[config.mk]
export PLATFORM = sky130hd
export DESIGN_NAME = ref_fault_override_irq_clear
export DESIGN_NICKNAME = d
export VERILOG_FILES = /design/src/refctl_pkg.sv /design/src/ref_fault_override_irq_clear.sv
export SDC_FILE = /design/constraint.sdc
export NUM_CORES = 1
export LEC_CHECK = 0
export BUFFER_PORTS_ARGS = -buffer_cell sky130_fd_sc_hd__buf_2
export CORE_AREA = 2 2 72 74
export CTS_CLUSTER_SIZE = 25
export DETAILED_ROUTE_END_ITERATION = 10
export DIE_AREA = 0 0 74 76
export HOLD_SLACK_MARGIN = 0.02
export PLACE_DENSITY = 0.75
export RECOVER_POWER = 25
export SLEW_MARGIN = 20
export SYNTH_ARGS = -nofsm -noshare
export SYNTH_HDL_FRONTEND = slang
export SYNTH_SLANG_ARGS = --single-unit
[constraint.sdc]
create_clock -name I_CLK -period 1.8 [get_ports I_CLK]
set_input_delay 0.18 -clock I_CLK [delete_from_list [all_inputs] [get_ports I_CLK]]
set_output_delay 0.18 -clock I_CLK [all_outputs]
set_load 0.03 [all_outputs]
[src/refctl_pkg.sv]
// Constants shared by the reference fault and interrupt clear block
package refctl_pkg;

	// Bus and field widths
	localparam int ADDR_W = 12;
	localparam int DATA_W = 8;
	localparam int NUM_REF = 4;
	localparam int NUM_LOOP = 4;

	// Register offsets
	localparam logic [11:0] OFS_REF_TIMEOUT = 12'ha02;
	localparam logic [11:0] OFS_FORCE_FAULT = 12'ha03;
	localparam logic [11:0] OFS_MON_BYPASS = 12'ha04;
	localparam logic [11:0] OFS_GROUP_CLR = 12'ha05;
	localparam logic [11:0] OFS_SYSTEM_CLOCK_SYNTH_CLR = 12'ha06;
	localparam logic [11:0] OFS_SYSTEM_CLOCK_SYNTH_STATUS = 12'hd30;
	localparam logic [11:0] OFS_SYSTEM_CLOCK_SYNTH_MASK = 12'hd31;

	// Group clear bit positions
	localparam int GRP_ALL_BIT = 0;
	localparam int GRP_COMMON_BIT = 1;
	localparam int GRP_LOOP_LSB = 2;
	localparam int GRP_WDOG_BIT = 7;

	// System clock event bit positions
	localparam int SC_UNLOCK_BIT = 7;
	localparam int SC_STABLE_BIT = 6;
	localparam int SC_LOCK_BIT = 5;
	localparam int SC_CAL_END_BIT = 4;
	localparam int SC_CAL_START_BIT = 3;
	localparam int SC_WDOG_BIT = 2;

	// Implemented bits; the rest are reserved and read zero
	localparam logic [7:0] SYSTEM_CLOCK_SYNTH_VALID = 8'hfc;
	localparam logic [7:0] GROUP_VALID = 8'hbf;

	// Values after reset
	localparam logic [3:0] FORCE_FAULT_RST = 4'h0;
	localparam logic [3:0] MON_BYPASS_RST = 4'h0;
	localparam logic [7:0] STATUS_RST = 8'h00;
	localparam logic [7:0] MASK_RST = 8'h00;
	localparam logic [7:0] RDATA_RST = 8'h00;

endpackage

[src/ref_fault_override_irq_clear.sv]
// Reference fault override, monitor bypass and interrupt clear logic
//
// Summary of operation
// - Four force-fault bits, D high, reset zero
// - Forced-fault reference always reported faulted
// - Four monitor-bypass bits, reset zero, monitor active
// - Bypass reports unfaulted; force-fault has priority
// - Writing one clears monitor bit; zero ignored
// - Clear bits self-clear after one cycle
// - Clear bit n targets monitor bit n
// - Group bits 5..2 clear loops 3..0
// - Group bit1 common, bit0 all, bit7 watchdog
// - System clock bit7 clears unlock event
// - Bit6 clears stable, bit5 clears lock
// - Bit4 clears cal ended, bit3 cal started
// - Bit2 clears watchdog; bits 1:0 reserved
// - Timeout bit zeroes timer of unfaulted reference
`timescale 1ns/100ps

module ref_fault_override_irq_clear (
	input  wire logic        I_CLK,
	input  wire logic        I_ARST_N,
	input  wire logic [11:0] I_ADDR,
	input  wire logic [7:0]  I_WDATA,
	input  wire logic        I_WR,
	input  wire logic        I_RD,
	output logic      [7:0]  O_RDATA,
	input  wire logic [3:0]  I_REF_MON_FAULT,
	input  wire logic [7:0]  I_SYSTEM_CLOCK_SYNTH_EVENT,
	output logic      [3:0]  O_REF_FAULT,
	output logic      [3:0]  O_REF_FORCE,
	output logic      [3:0]  O_REF_BYPASS,
	output logic      [3:0]  O_REF_TIMER_ZERO,
	output logic      [3:0]  O_LOOP_IRQ_CLR,
	output logic             O_COMMON_IRQ_CLR,
	output logic             O_ALL_IRQ_CLR,
	output logic             O_WDOG_ALERT_CLR,
	output logic      [7:0]  O_SYSTEM_CLOCK_SYNTH_IRQ_CLR,
	output logic             O_IRQ
);

	// Address decode, one select per register
	logic       wr_timeout;
	logic       wr_force;
	logic       wr_bypass;
	logic       wr_group;
	logic       wr_system_clock_synth;
	logic       wr_status;
	logic       wr_mask;

	// Control and state registers
	logic [3:0] force_q;
	logic [3:0] bypass_q;
	logic [3:0] fault_d;
	logic [3:0] fault_q;
	logic [3:0] timer_zero_q;
	logic [7:0] status_d;
	logic [7:0] status_q;
	logic [7:0] status_clr;
	logic [7:0] mask_q;
	logic       irq_q;
	logic [7:0] rdata_q;

	// Clear strobes, each held for exactly one cycle
	logic [3:0] loop_clr_q;
	logic       common_clr_q;
	logic       all_clr_q;
	logic       wdog_clr_q;
	logic [7:0] system_clock_synth_clr_q;

	// Write selects; the bus never stalls so decode is pure logic
	assign wr_timeout = I_WR && (I_ADDR == refctl_pkg::OFS_REF_TIMEOUT);
	assign wr_force = I_WR && (I_ADDR == refctl_pkg::OFS_FORCE_FAULT);
	assign wr_bypass = I_WR && (I_ADDR == refctl_pkg::OFS_MON_BYPASS);
	assign wr_group = I_WR && (I_ADDR == refctl_pkg::OFS_GROUP_CLR);
	assign wr_system_clock_synth = I_WR && (I_ADDR == refctl_pkg::OFS_SYSTEM_CLOCK_SYNTH_CLR);
	assign wr_status = I_WR && (I_ADDR == refctl_pkg::OFS_SYSTEM_CLOCK_SYNTH_STATUS);
	assign wr_mask = I_WR && (I_ADDR == refctl_pkg::OFS_SYSTEM_CLOCK_SYNTH_MASK);

	// Force-fault bits; only the low nibble is stored
	always_ff @(posedge I_CLK or negedge I_ARST_N) begin
		if (!I_ARST_N) begin
			force_q <= refctl_pkg::FORCE_FAULT_RST;
		end else if (wr_force) begin
			force_q <= I_WDATA[3:0];
		end
	end

	// Monitor-bypass bits
	always_ff @(posedge I_CLK or negedge I_ARST_N) begin
		if (!I_ARST_N) begin
			bypass_q <= refctl_pkg::MON_BYPASS_RST;
		end else if (wr_bypass) begin
			bypass_q <= I_WDATA[3:0];
		end
	end

	// Fault verdict per reference; force wins over bypass
	always_comb begin
		fault_d = force_q | (I_REF_MON_FAULT & ~bypass_q);
	end

	// Registered fault view so the outputs come from flops
	always_ff @(posedge I_CLK or negedge I_ARST_N) begin
		if (!I_ARST_N) begin
			fault_q <= 4'h0;
		end else begin
			fault_q <= fault_d;
		end
	end

	// Timeout pulse; ignored for a reference that is faulted now
	always_ff @(posedge I_CLK or negedge I_ARST_N) begin
		if (!I_ARST_N) begin
			timer_zero_q <= 4'h0;
		end else if (wr_timeout) begin
			timer_zero_q <= I_WDATA[3:0] & ~fault_q;
		end else begin
			timer_zero_q <= 4'h0;
		end
	end

	// Group clear strobes, one cycle after the write
	always_ff @(posedge I_CLK or negedge I_ARST_N) begin
		if (!I_ARST_N) begin
			loop_clr_q <= 4'h0;
			common_clr_q <= 1'b0;
			all_clr_q <= 1'b0;
			wdog_clr_q <= 1'b0;
		end else if (wr_group) begin
			// Bit 6 is reserved and has no strobe
			loop_clr_q <= I_WDATA[5:2];
			common_clr_q <= I_WDATA[refctl_pkg::GRP_COMMON_BIT];
			all_clr_q <= I_WDATA[refctl_pkg::GRP_ALL_BIT];
			wdog_clr_q <= I_WDATA[refctl_pkg::GRP_WDOG_BIT];
		end else begin
			// Self-clearing: software never writes a zero
			loop_clr_q <= 4'h0;
			common_clr_q <= 1'b0;
			all_clr_q <= 1'b0;
			wdog_clr_q <= 1'b0;
		end
	end

	// System clock clear strobes keep the monitor layout bit for bit
	always_ff @(posedge I_CLK or negedge I_ARST_N) begin
		if (!I_ARST_N) begin
			system_clock_synth_clr_q <= 8'h00;
		end else if (wr_system_clock_synth) begin
			// Bits 7..2 map to events; 1:0 stay zero
			system_clock_synth_clr_q <= I_WDATA & refctl_pkg::SYSTEM_CLOCK_SYNTH_VALID;
		end else begin
			system_clock_synth_clr_q <= 8'h00;
		end
	end

	// Sources that clear the local system clock monitor bits
	always_comb begin
		status_clr = 8'h00;
		if (wr_system_clock_synth) begin
			status_clr = I_WDATA & refctl_pkg::SYSTEM_CLOCK_SYNTH_VALID;
		end
		if (wr_status) begin
			status_clr = status_clr | I_WDATA;
		end
		if (wr_group && (I_WDATA[refctl_pkg::GRP_ALL_BIT] ||
			I_WDATA[refctl_pkg::GRP_COMMON_BIT])) begin
			status_clr = 8'hff;
		end
		if (wr_group && I_WDATA[refctl_pkg::GRP_WDOG_BIT]) begin
			status_clr[refctl_pkg::SC_WDOG_BIT] = 1'b1;
		end
	end

	// A new event in the clear cycle survives the clear
	always_comb begin
		status_d = (status_q & ~status_clr) |
			(I_SYSTEM_CLOCK_SYNTH_EVENT & refctl_pkg::SYSTEM_CLOCK_SYNTH_VALID);
	end

	// Sticky system clock monitor bits
	always_ff @(posedge I_CLK or negedge I_ARST_N) begin
		if (!I_ARST_N) begin
			status_q <= refctl_pkg::STATUS_RST;
		end else begin
			status_q <= status_d;
		end
	end

	// Interrupt mask, same layout as the monitor bits
	always_ff @(posedge I_CLK or negedge I_ARST_N) begin
		if (!I_ARST_N) begin
			mask_q <= refctl_pkg::MASK_RST;
		end else if (wr_mask) begin
			mask_q <= I_WDATA & refctl_pkg::SYSTEM_CLOCK_SYNTH_VALID;
		end
	end

	// Level interrupt, computed from next values to avoid a lag
	always_ff @(posedge I_CLK or negedge I_ARST_N) begin
		if (!I_ARST_N) begin
			irq_q <= 1'b0;
		end else if (wr_mask) begin
			irq_q <= |(status_d & I_WDATA & refctl_pkg::SYSTEM_CLOCK_SYNTH_VALID);
		end else begin
			irq_q <= |(status_d & mask_q);
		end
	end

	// Read port; data stand only in the cycle after the strobe
	always_ff @(posedge I_CLK or negedge I_ARST_N) begin
		if (!I_ARST_N) begin
			rdata_q <= refctl_pkg::RDATA_RST;
		end else if (I_RD) begin
			case (I_ADDR)
				refctl_pkg::OFS_FORCE_FAULT: begin
					rdata_q <= {4'h0, force_q};
				end
				refctl_pkg::OFS_MON_BYPASS: begin
					rdata_q <= {4'h0, bypass_q};
				end
				refctl_pkg::OFS_SYSTEM_CLOCK_SYNTH_STATUS: begin
					rdata_q <= status_q;
				end
				refctl_pkg::OFS_SYSTEM_CLOCK_SYNTH_MASK: begin
					rdata_q <= mask_q;
				end
				// Timeout and clear registers self-clear
				default: begin
					rdata_q <= 8'h00;
				end
			endcase
		end else begin
			rdata_q <= 8'h00;
		end
	end

	// Outputs straight from flops
	assign O_RDATA = rdata_q;
	assign O_REF_FAULT = fault_q;
	assign O_REF_FORCE = force_q;
	assign O_REF_BYPASS = bypass_q;
	assign O_REF_TIMER_ZERO = timer_zero_q;
	assign O_LOOP_IRQ_CLR = loop_clr_q;
	assign O_COMMON_IRQ_CLR = common_clr_q;
	assign O_ALL_IRQ_CLR = all_clr_q;
	assign O_WDOG_ALERT_CLR = wdog_clr_q;
	assign O_SYSTEM_CLOCK_SYNTH_IRQ_CLR = system_clock_synth_clr_q;
	assign O_IRQ = irq_q;
endmodule // ref_fault_override_irq_clear

=== After elaboration in Yosys (flattened, before gate mapping) ===
Cells that the tools add are included.

* Output and inout port bits: 40
* Word-level logic and storage cells: 55
* Register bits after elaboration: 54

* Bitwise operators: 11
* Equality and inequality tests: 7
* Multiplexer cells: 12
* Reduce and logical (&&, ||, !) cells: 12

{| class="wikitable"
|+ Operator list
! operator !! count
|-
| $eq A12 B12 Y1 const B || 7
|-
| $mux W8 || 4
|-
| $pmux W8 S4 || 1
|-
| $and A8 B8 Y8 || 3
|-
| $or A8 B8 Y8 || 2
|-
| $logic_and A1 B1 Y1 || 9
|-
| $and A4 B4 Y4 || 2
|-
| $mux W4 || 2
|-
| $not A4 Y4 || 2
|-
| $not A8 Y8 || 1
|-
| $reduce_or A8 Y1 || 1
|-
| $reduce_or A6 Y1 || 1
|-
| $mux W1 || 5
|-
| $or A4 B4 Y4 || 1
|-
| $logic_or A1 B1 Y1 || 1
|}

=== Logic depth before layout (Yosys ltp) ===
Gate-level depths: netlist (run 1).

* Depth after elaboration: 13
* Depth in mapped cells: 7
* Mapped depth without buffers: 6

=== Worst setup path after synthesis (run 1) ===
OpenSTA, ideal clock, no wires.

* Kind: input-to-reg
* From: input port I_ADDR[7]
* To: register bypass_q[3] (netlist: O_REF_BYPASS[3])
* Cell stages on the path: 7
* Path buffers: 2
* Setup slack: -0.345 ns
* Data arrival time: 2.019 ns
* Cells stage by stage: or3b_1 buf_2 or3_1 buf_2 nor4b_4 nand2_4 mux2_4

* Cells in the longest elaborated chain, start to end: 2

{| class="wikitable"
|+ Ends and longest elaborated chain
! element !! RTL line !! text
|-
| start, declared || ref_fault_override_irq_clear.sv:23 || <nowiki>input wire logic [11:0] I_ADDR,</nowiki>
|-
| $eq A12 B12 Y1 || ref_fault_override_irq_clear.sv:74 || <nowiki>assign wr_bypass = I_WR && (I_ADDR == refctl_pkg::OFS_MON_BYPASS);</nowiki>
|-
| $logic_and A1 B1 Y1 || ref_fault_override_irq_clear.sv:74 ||
|-
| end signal, assigned || ref_fault_override_irq_clear.sv:92 || <nowiki>bypass_q <= refctl_pkg::MON_BYPASS_RST;</nowiki>
|-
| end signal, assigned || ref_fault_override_irq_clear.sv:94 || <nowiki>bypass_q <= I_WDATA[3:0];</nowiki>
|-
| end, declared || ref_fault_override_irq_clear.sv:53 || <nowiki>logic [3:0] bypass_q;</nowiki>
|}

No other way between the ends.
A chain may end at the register's enable or synchronous reset.

=== Worst setup path in the final report (run 1) ===
* From: input port I_ADDR[8]
* To: register bypass_q[3] (netlist: O_REF_BYPASS[3])

The elaborated chain is that of the path after synthesis.

==> metrics.csv, run 1 <==
metric,value,unit
"CTS clk-pin slew, worst paths",0.09,ns
Max VDD drop,0.332,mV
via total after detailed routing,1981,
flip-flop and latch count after synthesis,52,
placeable core region,4910,um2
DR vias/cell,5.34,
number of distinct library cells after synthesis,46,
gr ovfl total,0,
critical path class,in2reg,
buffer cell driving the clock tree root,sky130_fd_sc_hd__clkbuf_8,
I/O pin count,76,
DRC Markers,0,
maximum net fanout on the critical path,4,
Reg-to-Reg Start,mask_q[3]$_DFFE_PN0P_,
startpoint type of the worst setup path,input port,
gr usage total,22.6,%
hold violation total from the final report,0,
Worst Reg-to-Reg Cells,6,
Initial Utilization,47.5,%
share of the synthesized area in the top cell type,55.8,%
Worst-Skew Late Latency,0.31,ns
router iterations before antenna repair,5,
pre-CTS worst setup slack,-0.469,ns
Yosys top cell by area,sky130_fd_sc_hd__dfrtp_1,
RePlAce Congestion,0.835,
post-layout utilization of the core,63.7,%
power per cell area,658,nW/um2
largest stage delay on the critical path,0.55,ns
non-filler instance count after layout,371,
data required time at the worst endpoint,2.00,ns
portion of the post-synthesis area used by sequential elements,55.8,%
overall die height,76,um
class of the most critical hold timing path,in2reg,
data arrival time at the worst-slack endpoint,1.97,ns
synthesized instance count,200,
"Setup violations, final",0,
"Period Utilization, post-route",98.4,%
area delta synth->final,34.2,%
final total negative setup slack,0,ns
"Cell Area, Synth",2330,um2
wire length of the first global-routing pass,9780,um
number of buffer cells added on primary ports,71,
"buffers from clock root to sink, at most",2,
Yosys Warn Count,0,
endpoint with the worst hold slack,O_REF_FAULT[0]$_DFF_PN0_,
most used standard cells in the synthesized netlist,"sky130_fd_sc_hd__dfrtp_1, sky130_fd_sc_hd__nand2_1, sky130_fd_sc_hd__a22oi_1, sky130_fd_sc_hd__and2_1",
detailed placer's ending HPWL,4360,um
highest clock rate,565,MHz
Worst Hold Path Cells,2,
clock tree from TritonCTS,built,
P_leak,1.55,nW
via count of the first global-routing pass,1986,
most common flop cell mapped by yosys,sky130_fd_sc_hd__dfrtp_1,
clock sink count,52,
Antenna Nets Post-Route,0,
initial DRC count,128,
source of the worst hold timing path,I_REF_MON_FAULT[0],
cell type of the slowest stage on the worst timing path,sky130_fd_sc_hd__or4b_4,
Post-Place Cell Area,2950,um2
largest cells by area after synthesis,"sky130_fd_sc_hd__dfrtp_1, sky130_fd_sc_hd__a22oi_1, sky130_fd_sc_hd__mux2_2",
Avg Synthesized Cell Area,11.7,um2
average wire per standard cell,15.9,um
cells along the critical path,"buf_6, or4b_4, or3_4, nor4b_4, nand2_4, mux2_4",
final design area excluding fillers,3130,um2
FF-to-FF setup slack,0.23,ns
fraction of layout cells with a size suffix above 1,47.2,%
run status,completed,
unrepaired setup endpoints after global routing,yes,
pin count of the biggest net entering global routing,53,
destination of the worst register-to-register timing path,O_IRQ$_DFF_PN0_,
CP endpoint kind,flop,
worst slew margin relative to its limit,16.6,%
Filler cells,386,
Die Span X,74,um
Max Cap Viol,0,
dpl cells,361,
Die ar.,5620,um2
count of final max-slew check failures,0,
final critical path time including I/O delays and setup,1.77,ns
"crit path setup slack, layout",0.0296,ns
Tightest Pin Transition,1.25,ns
initial antenna violation count,0,
diode insertion count for antenna repair,0,
Post-synth EDFFs,0,
post-layout net count,336,
number of buffers inserted during clock tree synthesis,5,
count of H-tree levels built during CTS,2,
drt total wl,5910,um
share of synthesized registers carrying an async set or reset,100,%
FP Rows,26,
most common cell in the synthesized netlist,sky130_fd_sc_hd__dfrtp_1,
maximum clock skew at final layout,0.00392,ns
==> where the power goes <==
group          internal, W  switching (W)
sequential         0.00117     0.00000523
clock             0.000313       0.000375
combinational    0.0000733       0.000120
==> critical path: cells and delay by family <==
kind | cells | cell delay, ns
buffers and inverters | 1 | 0.09
multiplexers | 1 | 0.31
AND/OR/NAND/NOR | 4 | 1.39
==> area by class of cell <==
type	count	area, um2	share of cell area [%]
flip-flops and latches	52	1300	41.6
multi-input cells	133	1040	33.1
repair buffers	99	578	18.5
well taps	70	87.6	2.80
clock buffers	7	86.3	2.76
inverters	9	33.8	1.08
clock inverters	1	7.51	0.240
==> cell families (layout without fill, tap and decap cells) <==
family / after synthesis / after routing / synth area share [%]
other: 1 / 2 / 0.161
and+or+nand+nor: 74 / 74 / 20.0
muxes: 13 / 13 / 6.92
DFF: 52 / 52 / 55.8
AOI/OAI and AO/OA: 44 / 44 / 14.1
buffers and inverters: 16 / 116 / 3.06
==> sequential cells by signal, summed over array words and instances, names as in the netlist <==
signal and count:
mask_q 6, O_REF_FORCE 4, O_REF_TIMER_ZERO 4, O_COMMON_IRQ_CLR 1, status_q 8, O_ALL_IRQ_CLR 1, O_RDATA 8, O_WDOG_ALERT_CLR 1
O_IRQ 1, O_REF_FAULT 4, O_SYSTEM_CLOCK_SYNTH_IRQ_CLR 6, O_REF_BYPASS 4, O_LOOP_IRQ_CLR 4
==> layer usage <==
metal  GRT usage, %  up-vias  routed length [um]
met1           31.1      967                2480
met4           8.36        0                  80
met3           4.23        9                 379
met2           35.4       79                2960
met5              0        -                   0
li1               -      926                   -
==> metrics by stage <==
step | hold WS (ns) | total power (W)
after floorplan | -0.116 | 0.00127
after global placement | 0.185 | 0.00138
after detailed placement | 0.189 | 0.00139
after CTS | 0.0707 | 0.00206
after global routing | 0.0799 | 0.00213
final | 0.0687 | 0.00206
==> worst max-delay path by stage <==
stage               from                             to  slack, ns  depth (start not counted)
4_1_cts        I_ADDR[8]    O_REF_BYPASS[3]$_DFFE_PN0P_       0.02                          6
2_1_floorplan  I_ADDR[7]    O_REF_BYPASS[3]$_DFFE_PN0P_      -0.34                          7
3_3_place_gp   I_ADDR[5]    O_REF_BYPASS[0]$_DFFE_PN0P_      -0.40                          6
3_5_place_dp   I_ADDR[5]  O_REF_TIMER_ZERO[0]$_DFF_PN0_      -0.47                          5
6_report       I_ADDR[8]    O_REF_BYPASS[3]$_DFFE_PN0P_       0.03                          6
5_1_grt        I_ADDR[8]    O_REF_BYPASS[2]$_DFFE_PN0P_      -0.03                          6
==> placed cells by master, fill, tap and decap left out, types with 2 or more instances in the layout <==
| cell | n |
|---|---|
| sky130_fd_sc_hd__nor3_1 | 2 |
| sky130_fd_sc_hd__and2_1 | 12 |
| sky130_fd_sc_hd__a222oi_1 | 3 |
| sky130_fd_sc_hd__mux2_4 | 4 |
| sky130_fd_sc_hd__nor4_2 | 2 |
| sky130_fd_sc_hd__a31oi_1 | 2 |
| sky130_fd_sc_hd__nor3b_1 | 3 |
| sky130_fd_sc_hd__mux2_2 | 9 |
| sky130_fd_sc_hd__a31o_2 | 6 |
| sky130_fd_sc_hd__conb_1 | 2 |
| sky130_fd_sc_hd__a21oi_1 | 3 |
| sky130_fd_sc_hd__dfrtp_1 | 52 |
| sky130_fd_sc_hd__nand3_1 | 2 |
| sky130_fd_sc_hd__o22ai_1 | 2 |
| sky130_fd_sc_hd__nor4_4 | 3 |
| sky130_fd_sc_hd__a21o_1 | 4 |
| sky130_fd_sc_hd__nor4_1 | 3 |
| sky130_fd_sc_hd__or4_4 | 2 |
| sky130_fd_sc_hd__buf_2 | 69 |
| sky130_fd_sc_hd__inv_1 | 9 |
| sky130_fd_sc_hd__a22oi_1 | 14 |
| sky130_fd_sc_hd__clkbuf_8 | 6 |
| sky130_fd_sc_hd__buf_6 | 2 |
| sky130_fd_sc_hd__buf_4 | 26 |
| sky130_fd_sc_hd__nor2b_1 | 4 |
| sky130_fd_sc_hd__nand2_1 | 19 |
| sky130_fd_sc_hd__nor2_1 | 5 |
| sky130_fd_sc_hd__o21ai_1 | 2 |
==> repair_timing <==
item	4_1_cts	5_1_grt
hold buffers	1	0
resized for setup	7	8
endpoints found under the setup margin	22	14
endpoints found under the hold margin	52	0
pin swaps	4	2
buffers inserted	1	0
No activity file was read; power rests on OpenSTA's default activity.
==> run 2: changes to the inputs <==
--- a/config.mk
+++ b/config.mk
@@ -5,13 +5,14 @@
 export SDC_FILE = /design/constraint.sdc
 export NUM_CORES = 1
 export LEC_CHECK = 0
+export ABC_CLOCK_PERIOD_IN_PS = 1800
 export BUFFER_PORTS_ARGS = -buffer_cell sky130_fd_sc_hd__buf_2
-export CORE_AREA = 2 2 72 74
+export CORE_AREA = 2 2 92 94
 export CTS_CLUSTER_SIZE = 25
 export DETAILED_ROUTE_END_ITERATION = 10
-export DIE_AREA = 0 0 74 76
+export DIE_AREA = 0 0 94 96
 export HOLD_SLACK_MARGIN = 0.02
-export PLACE_DENSITY = 0.75
+export PLACE_DENSITY = 0.49
 export RECOVER_POWER = 25
 export SLEW_MARGIN = 20
 export SYNTH_ARGS = -nofsm -noshare
==> run 2 against run 1 <==
Net effect: the flow now finishes with violations (setup timing); clock power is essentially flat; design area grew 3.4%; sequential share of layout area shrank 1.4 points; critical endpoint is now O_REF_FORCE[3]$_DFFE_PN0P_; largest power group unchanged.
==> metrics.csv, run 2 (synthesized netlist as in run 1, its figures left out) <==
metric,value,unit
run status,"complete, but fails checks",
violations in the final reports,setup timing,
post-layout net count,341,
clock sink count,52,
highest clock rate,548,MHz
overall die height,96,um
clock tree from TritonCTS,built,
"crit path setup slack, layout",-0.0236,ns
"buffers from clock root to sink, at most",2,
count of H-tree levels built during CTS,2,
number of buffers inserted during clock tree synthesis,5,
wire length of the first global-routing pass,10300,um
Max VDD drop,0.256,mV
Initial Utilization,29.0,%
hold_ws,0.0668,ns
"Period Utilization, post-route",101,%
data arrival time at the worst-slack endpoint,2.02,ns
Die ar.,9020,um2
pre-CTS worst setup slack,-0.509,ns
"commonest cells after routing, fill and taps aside","sky130_fd_sc_hd__buf_2, sky130_fd_sc_hd__dfrtp_1, sky130_fd_sc_hd__buf_4",
DR vias/cell,4.72,
router iterations before antenna repair,4,
power consumption,0.00206,W
average wire per standard cell,15.7,um
largest stage delay on the critical path,0.56,ns
maximum clock skew at final layout,0.00599,ns
final design area excluding fillers,3240,um2
critical path class,in2reg,
number of buffer cells added on primary ports,71,
Tightest Pin Transition,0.995,ns
gr ovfl total,0,
initial DRC count,96,
kind of cell with the highest combined delay on the critical path,simple AND/OR/NAND/NOR gates,
Internal Pwr Total,0.00156,W
"CTS clk-pin slew, worst paths",0.09,ns
drt total wl,6460,um
count of final max-slew check failures,0,
Max Cap Viol,0,
post-layout utilization of the core,40.2,%
share of total power in sequential cells,57.2,%
detailed placer's ending HPWL,4880,um
P_leak,1.59,nW
switching share of total power,24.3,%
gr usage total,14.9,%
power per cell area,637,nW/um2
DRC Markers,0,
RePlAce Congestion,0.845,
Antenna Nets Post-Route,0,
cell type of the slowest stage on the worst timing path,sky130_fd_sc_hd__or4b_4,
"Setup violations, final",2,
data required time at the worst endpoint,2.00,ns
initial antenna violation count,0,
fraction of layout cells with a size suffix above 1,48.0,%
most frequent standard cell in the layout excluding fill and tap cells,sky130_fd_sc_hd__buf_2,
worst slew margin relative to its limit,33.6,%
cells along the critical path,"buf_6, or4b_4, or3_4, nor4_4, nand2_2, mux2_4",
Comb pwr share,9.4,%
area delta synth->final,38.8,%
Worst-Skew Late Latency,0.31,ns
final critical path time including I/O delays and setup,1.82,ns
Post-Place Cell Area,3030,um2
class of the most critical hold timing path,in2reg,
I/O pin count,76,
maximum net fanout on the critical path,4,
number of buffer and inverter instances along the worst setup path,1,
FP Rows,33,
pin count of the biggest net entering global routing,35,
Clock Power Share,33.4,%
via count of the first global-routing pass,1956,
buffer cell driving the clock tree root,sky130_fd_sc_hd__clkbuf_8,
diode insertion count for antenna repair,0,
startpoint type of the worst setup path,input port,
hold violation total from the final report,0,
Die Span X,94,um
CP endpoint kind,flop,
unrepaired setup endpoints after global routing,yes,
power spent charging and discharging nets,0.000501,W
placeable core region,8050,um2
via total after detailed routing,1938,
run 2: cell count changes in the layout (fill, tap and decap cells not counted), moves of 2 or more:
cell / change
sky130_fd_sc_hd__nor4_4: -2
sky130_fd_sc_hd__buf_4: +4
sky130_fd_sc_hd__nor3b_1: -3
sky130_fd_sc_hd__nor3b_2: +3
run 2: what timing repair did:
action / in CTS / in global routing
setup endpoints to repair: 22 / 21
hold endpoints to repair: 18 / 0
pin swaps: 3 / 2
hold buffers: 1 / 0
buffers inserted: 2 / 1
resized for setup: 5 / 11
run 2: through the flow:
| step | setup TNS (ns) | instances |
|---|---|---|
| floorplan | -5.26 | 201 |
| global placement | -10.27 | 399 |
| detailed placement | -11.05 | 399 |
| CTS | -0.0726 | 410 |
| global route | -1.34 | 411 |
| finish | -0.0257 | 411 |
run 2: cell type report:
| type | count | area, um2 |
|---|---|---|
| inverters | 9 | 33.8 |
| fillers | 817 | 4810 |
| repair buffers | 104 | 627 |
| flip-flops and latches | 52 | 1300 |
| well taps | 105 | 131 |
| multi-input cells | 133 | 1050 |
| clock buffers | 7 | 86.3 |
| clock inverters | 1 | 7.51 |
run 2: worst paths after layout:
path	start	to	slack, ns	cells past startpoint
hold reg to reg	O_REF_FAULT[0]$_DFF_PN0_	O_REF_TIMER_ZERO[0]$_DFF_PN0_	0.45	1
hold / removal	I_REF_MON_FAULT[1]	O_REF_FAULT[1]$_DFF_PN0_	0.07	2
setup reg to reg	mask_q[6]$_DFFE_PN0P_	O_IRQ$_DFF_PN0_	0.25	6
min in group asynchronous	I_ARST_N	status_q[6]$_DFF_PN0_	0.55	2
max in group asynchronous	I_ARST_N	O_REF_FAULT[0]$_DFF_PN0_	0.26	3
setup / recovery	I_ADDR[5]	O_REF_FORCE[3]$_DFFE_PN0P_	-0.02	6
run 2: layer usage:
layer | global-route usage, % | up-vias | routed length (um)
li1 | - | 941 | -
met5 | 0 | - | 0
met2 | 24.2 | 58 | 3040
met1 | 20.5 | 932 | 2990
met4 | 4.47 | 0 | 118
met3 | 2.66 | 7 | 308
run 2: worst reg2reg max path, stage by stage, from the launching register on:
cell                      delay [ns]
sky130_fd_sc_hd__dfrtp_1        0.43
sky130_fd_sc_hd__a22oi_1        0.21
sky130_fd_sc_hd__nand3_1        0.18
sky130_fd_sc_hd__nor4_1         0.22
sky130_fd_sc_hd__o21a_1         0.16
sky130_fd_sc_hd__o21ai_0        0.08
sky130_fd_sc_hd__o32a_1         0.16
run 2: power groups by stage:
| stage | clock network, W | logic, W | registers, W |
|---|---|---|---|
| finish | 0.000688 | 0.000193 | 0.00118 |
| global route | 0.000771 | 0.000213 | 0.00118 |
| CTS | 0.000724 | 0.000197 | 0.00118 |
| detailed placement | 0 | 0.000192 | 0.00120 |
| global placement | 0 | 0.000193 | 0.00120 |
| floorplan | 0 | 0.0000521 | 0.00121 |
==> run 3: changes to the inputs <==
--- a/config.mk
+++ b/config.mk
@@ -12,6 +12,7 @@
 export DETAILED_ROUTE_END_ITERATION = 10
 export DIE_AREA = 0 0 94 96
 export HOLD_SLACK_MARGIN = 0.02
+export MAX_ROUTING_LAYER = met4
 export PLACE_DENSITY = 0.49
 export RECOVER_POWER = 25
 export SLEW_MARGIN = 20
==> run 3 against run 2 <==
Net effect: the flow still finishes with violations (setup timing); first-iteration DRC count up 6.3%; sequential share of layout area down 0.15 points; hold slack about the same; setup slack better by 0.0025 ns; design area up 0.39%; count of clock-buffer cells in the layout unchanged; critical endpoint unchanged; largest power group unchanged.
==> metrics.csv, run 3 (synthesized netlist as in run 1, its figures left out) <==
metric,value,unit
"commonest cells after routing, fill and taps aside","sky130_fd_sc_hd__buf_2, sky130_fd_sc_hd__dfrtp_1, sky130_fd_sc_hd__buf_4",
most frequent standard cell in the layout excluding fill and tap cells,sky130_fd_sc_hd__buf_2,
count of final max-slew check failures,0,
FF-to-FF setup slack,0.24,ns
CP endpoint kind,flop,
initial DRC count,102,
Antenna Nets Post-Route,0,
Die ar.,9020,um2
Max Cap Viol,0,
worst slew margin relative to its limit,27.4,%
RePlAce Congestion,0.858,
post-layout utilization of the core,40.4,%
startpoint type of the worst setup path,input port,
buffer cell driving the clock tree root,sky130_fd_sc_hd__clkbuf_8,
critical path launch point,I_ADDR[5],
router iterations before antenna repair,5,
I/O pin count,76,
average wire per standard cell,15.8,um
largest stage delay on the critical path,0.56,ns
critical path class,in2reg,
via total after detailed routing,1955,
Worst-Skew Late Latency,0.31,ns
violations in the final reports,setup timing,
number of buffer and inverter instances along the worst setup path,1,
DR vias/cell,4.76,
Post-Place Cell Area,3030,um2
fraction of layout cells with a size suffix above 1,48.0,%
cell type of the slowest stage on the worst timing path,sky130_fd_sc_hd__or4b_4,
"buffers from clock root to sink, at most",2,
detailed placer's ending HPWL,4880,um
initial antenna violation count,0,
via count of the first global-routing pass,1951,
clock sink count,52,
power per cell area,636,nW/um2
Die Span X,94,um
area delta synth->final,39.3,%
Max VDD drop,0.255,mV
data arrival time at the worst-slack endpoint,2.02,ns
pin count of the biggest net entering global routing,35,
cells along the critical path,"buf_6, or4b_4, or3_4, nor4_4, nand2_2, mux2_4",
placeable core region,8050,um2
unrepaired setup endpoints after global routing,yes,
kind of cell with the highest combined delay on the critical path,simple AND/OR/NAND/NOR gates,
number of buffers inserted during clock tree synthesis,5,
drt total wl,6500,um
"Setup violations, final",2,
highest clock rate,549,MHz
Reg-to-Reg Start,mask_q[6]$_DFFE_PN0P_,
FP Rows,33,
data required time at the worst endpoint,2.00,ns
clock tree from TritonCTS,built,
post-layout net count,341,
diode insertion count for antenna repair,0,
"Period Utilization, post-route",101,%
Initial Utilization,29.0,%
run status,"complete, but fails checks",
Tightest Pin Transition,1.09,ns
maximum clock skew at final layout,0.00711,ns
class of the most critical hold timing path,in2reg,
count of H-tree levels built during CTS,2,
Filler cells,815,
overall die height,96,um
final critical path time including I/O delays and setup,1.82,ns
number of buffer cells added on primary ports,71,
source of the worst hold timing path,I_REF_MON_FAULT[1],
"CTS clk-pin slew, worst paths",0.09,ns
maximum net fanout on the critical path,4,
wire length of the first global-routing pass,10300,um
P_leak,1.59,nW
DRC Markers,0,
gr ovfl total,0,
gr usage total,15.4,%
hold violation total from the final report,0,
final design area excluding fillers,3250,um2
"crit path setup slack, layout",-0.0211,ns
[run 3: changes by cell type in the layout (fill, tap and decap cells not counted)]
cell / delta
sky130_fd_sc_hd__buf_4: -1
sky130_fd_sc_hd__buf_12: +1
[run 3: final timing paths]
check	end	depth (start not counted)
max	O_REF_FORCE[3]$_DFFE_PN0P_	6
min	O_REF_FAULT[1]$_DFF_PN0_	2
max reg2reg	O_IRQ$_DFF_PN0_	6
min reg2reg	O_REF_TIMER_ZERO[0]$_DFF_PN0_	1
max in group asynchronous	O_REF_TIMER_ZERO[1]$_DFF_PN0_	3
min in group asynchronous	status_q[6]$_DFF_PN0_	2
[run 3: timing repair]
action	4_1_cts	5_1_grt
hold buffers	1	0
endpoints found under the setup margin	22	21
endpoints found under the hold margin	18	0
buffers inserted	2	1
gates resized for setup	5	11
pin swaps	3	2
[run 3: worst reg2reg max path, delay by kind of cell (launching register included)]
kind            cells  cell delay [ns]
flops               1             0.43
compound gates      4             0.63
simple gates        2             0.39
[run 3: cell type report]
| cell class | instances | area, um2 | share of cell area [%] |
|---|---|---|---|
| inverters | 9 | 33.8 | 1.04 |
| multi-input cells | 133 | 1050 | 32.3 |
| flip-flops and latches | 52 | 1300 | 40.0 |
| well taps | 105 | 131 | 4.04 |
| clock inverters | 1 | 7.51 | 0.231 |
| clock buffers | 7 | 86.3 | 2.66 |
| repair buffers | 104 | 639 | 19.7 |
[run 3: layer usage]
layer	up-vias	global-route usage (%)	share of wire, %
met2	65	24.2	48
met5	-	-	0
met4	0	4.47	0.71
met3	4	2.51	5.0
li1	943	-	-
met1	943	20.7	46
[run 3: metrics by stage]
stage	std cells	TNS [ns]	setup WS, ns	hold slack, ns	power [W]
floorplan	201	-5.26	-0.337	-0.116	0.00127
global placement	399	-10.27	-0.447	0.162	0.00140
detailed placement	399	-11.05	-0.509	0.157	0.00139
CTS	410	-0.0726	-0.0265	0.0601	0.00210
global route	411	-0.525	-0.0846	0.0596	0.00217
finish	411	-0.0239	-0.0211	0.0668	0.00207
[run 3: where the power goes]
part / internal, W / switching [W] / leakage, nW
clock network: 0.000313 / 0.000375 / 0.0445
logic: 0.0000763 / 0.000121 / 0.861
registers: 0.00117 / 0.00000588 / 0.686
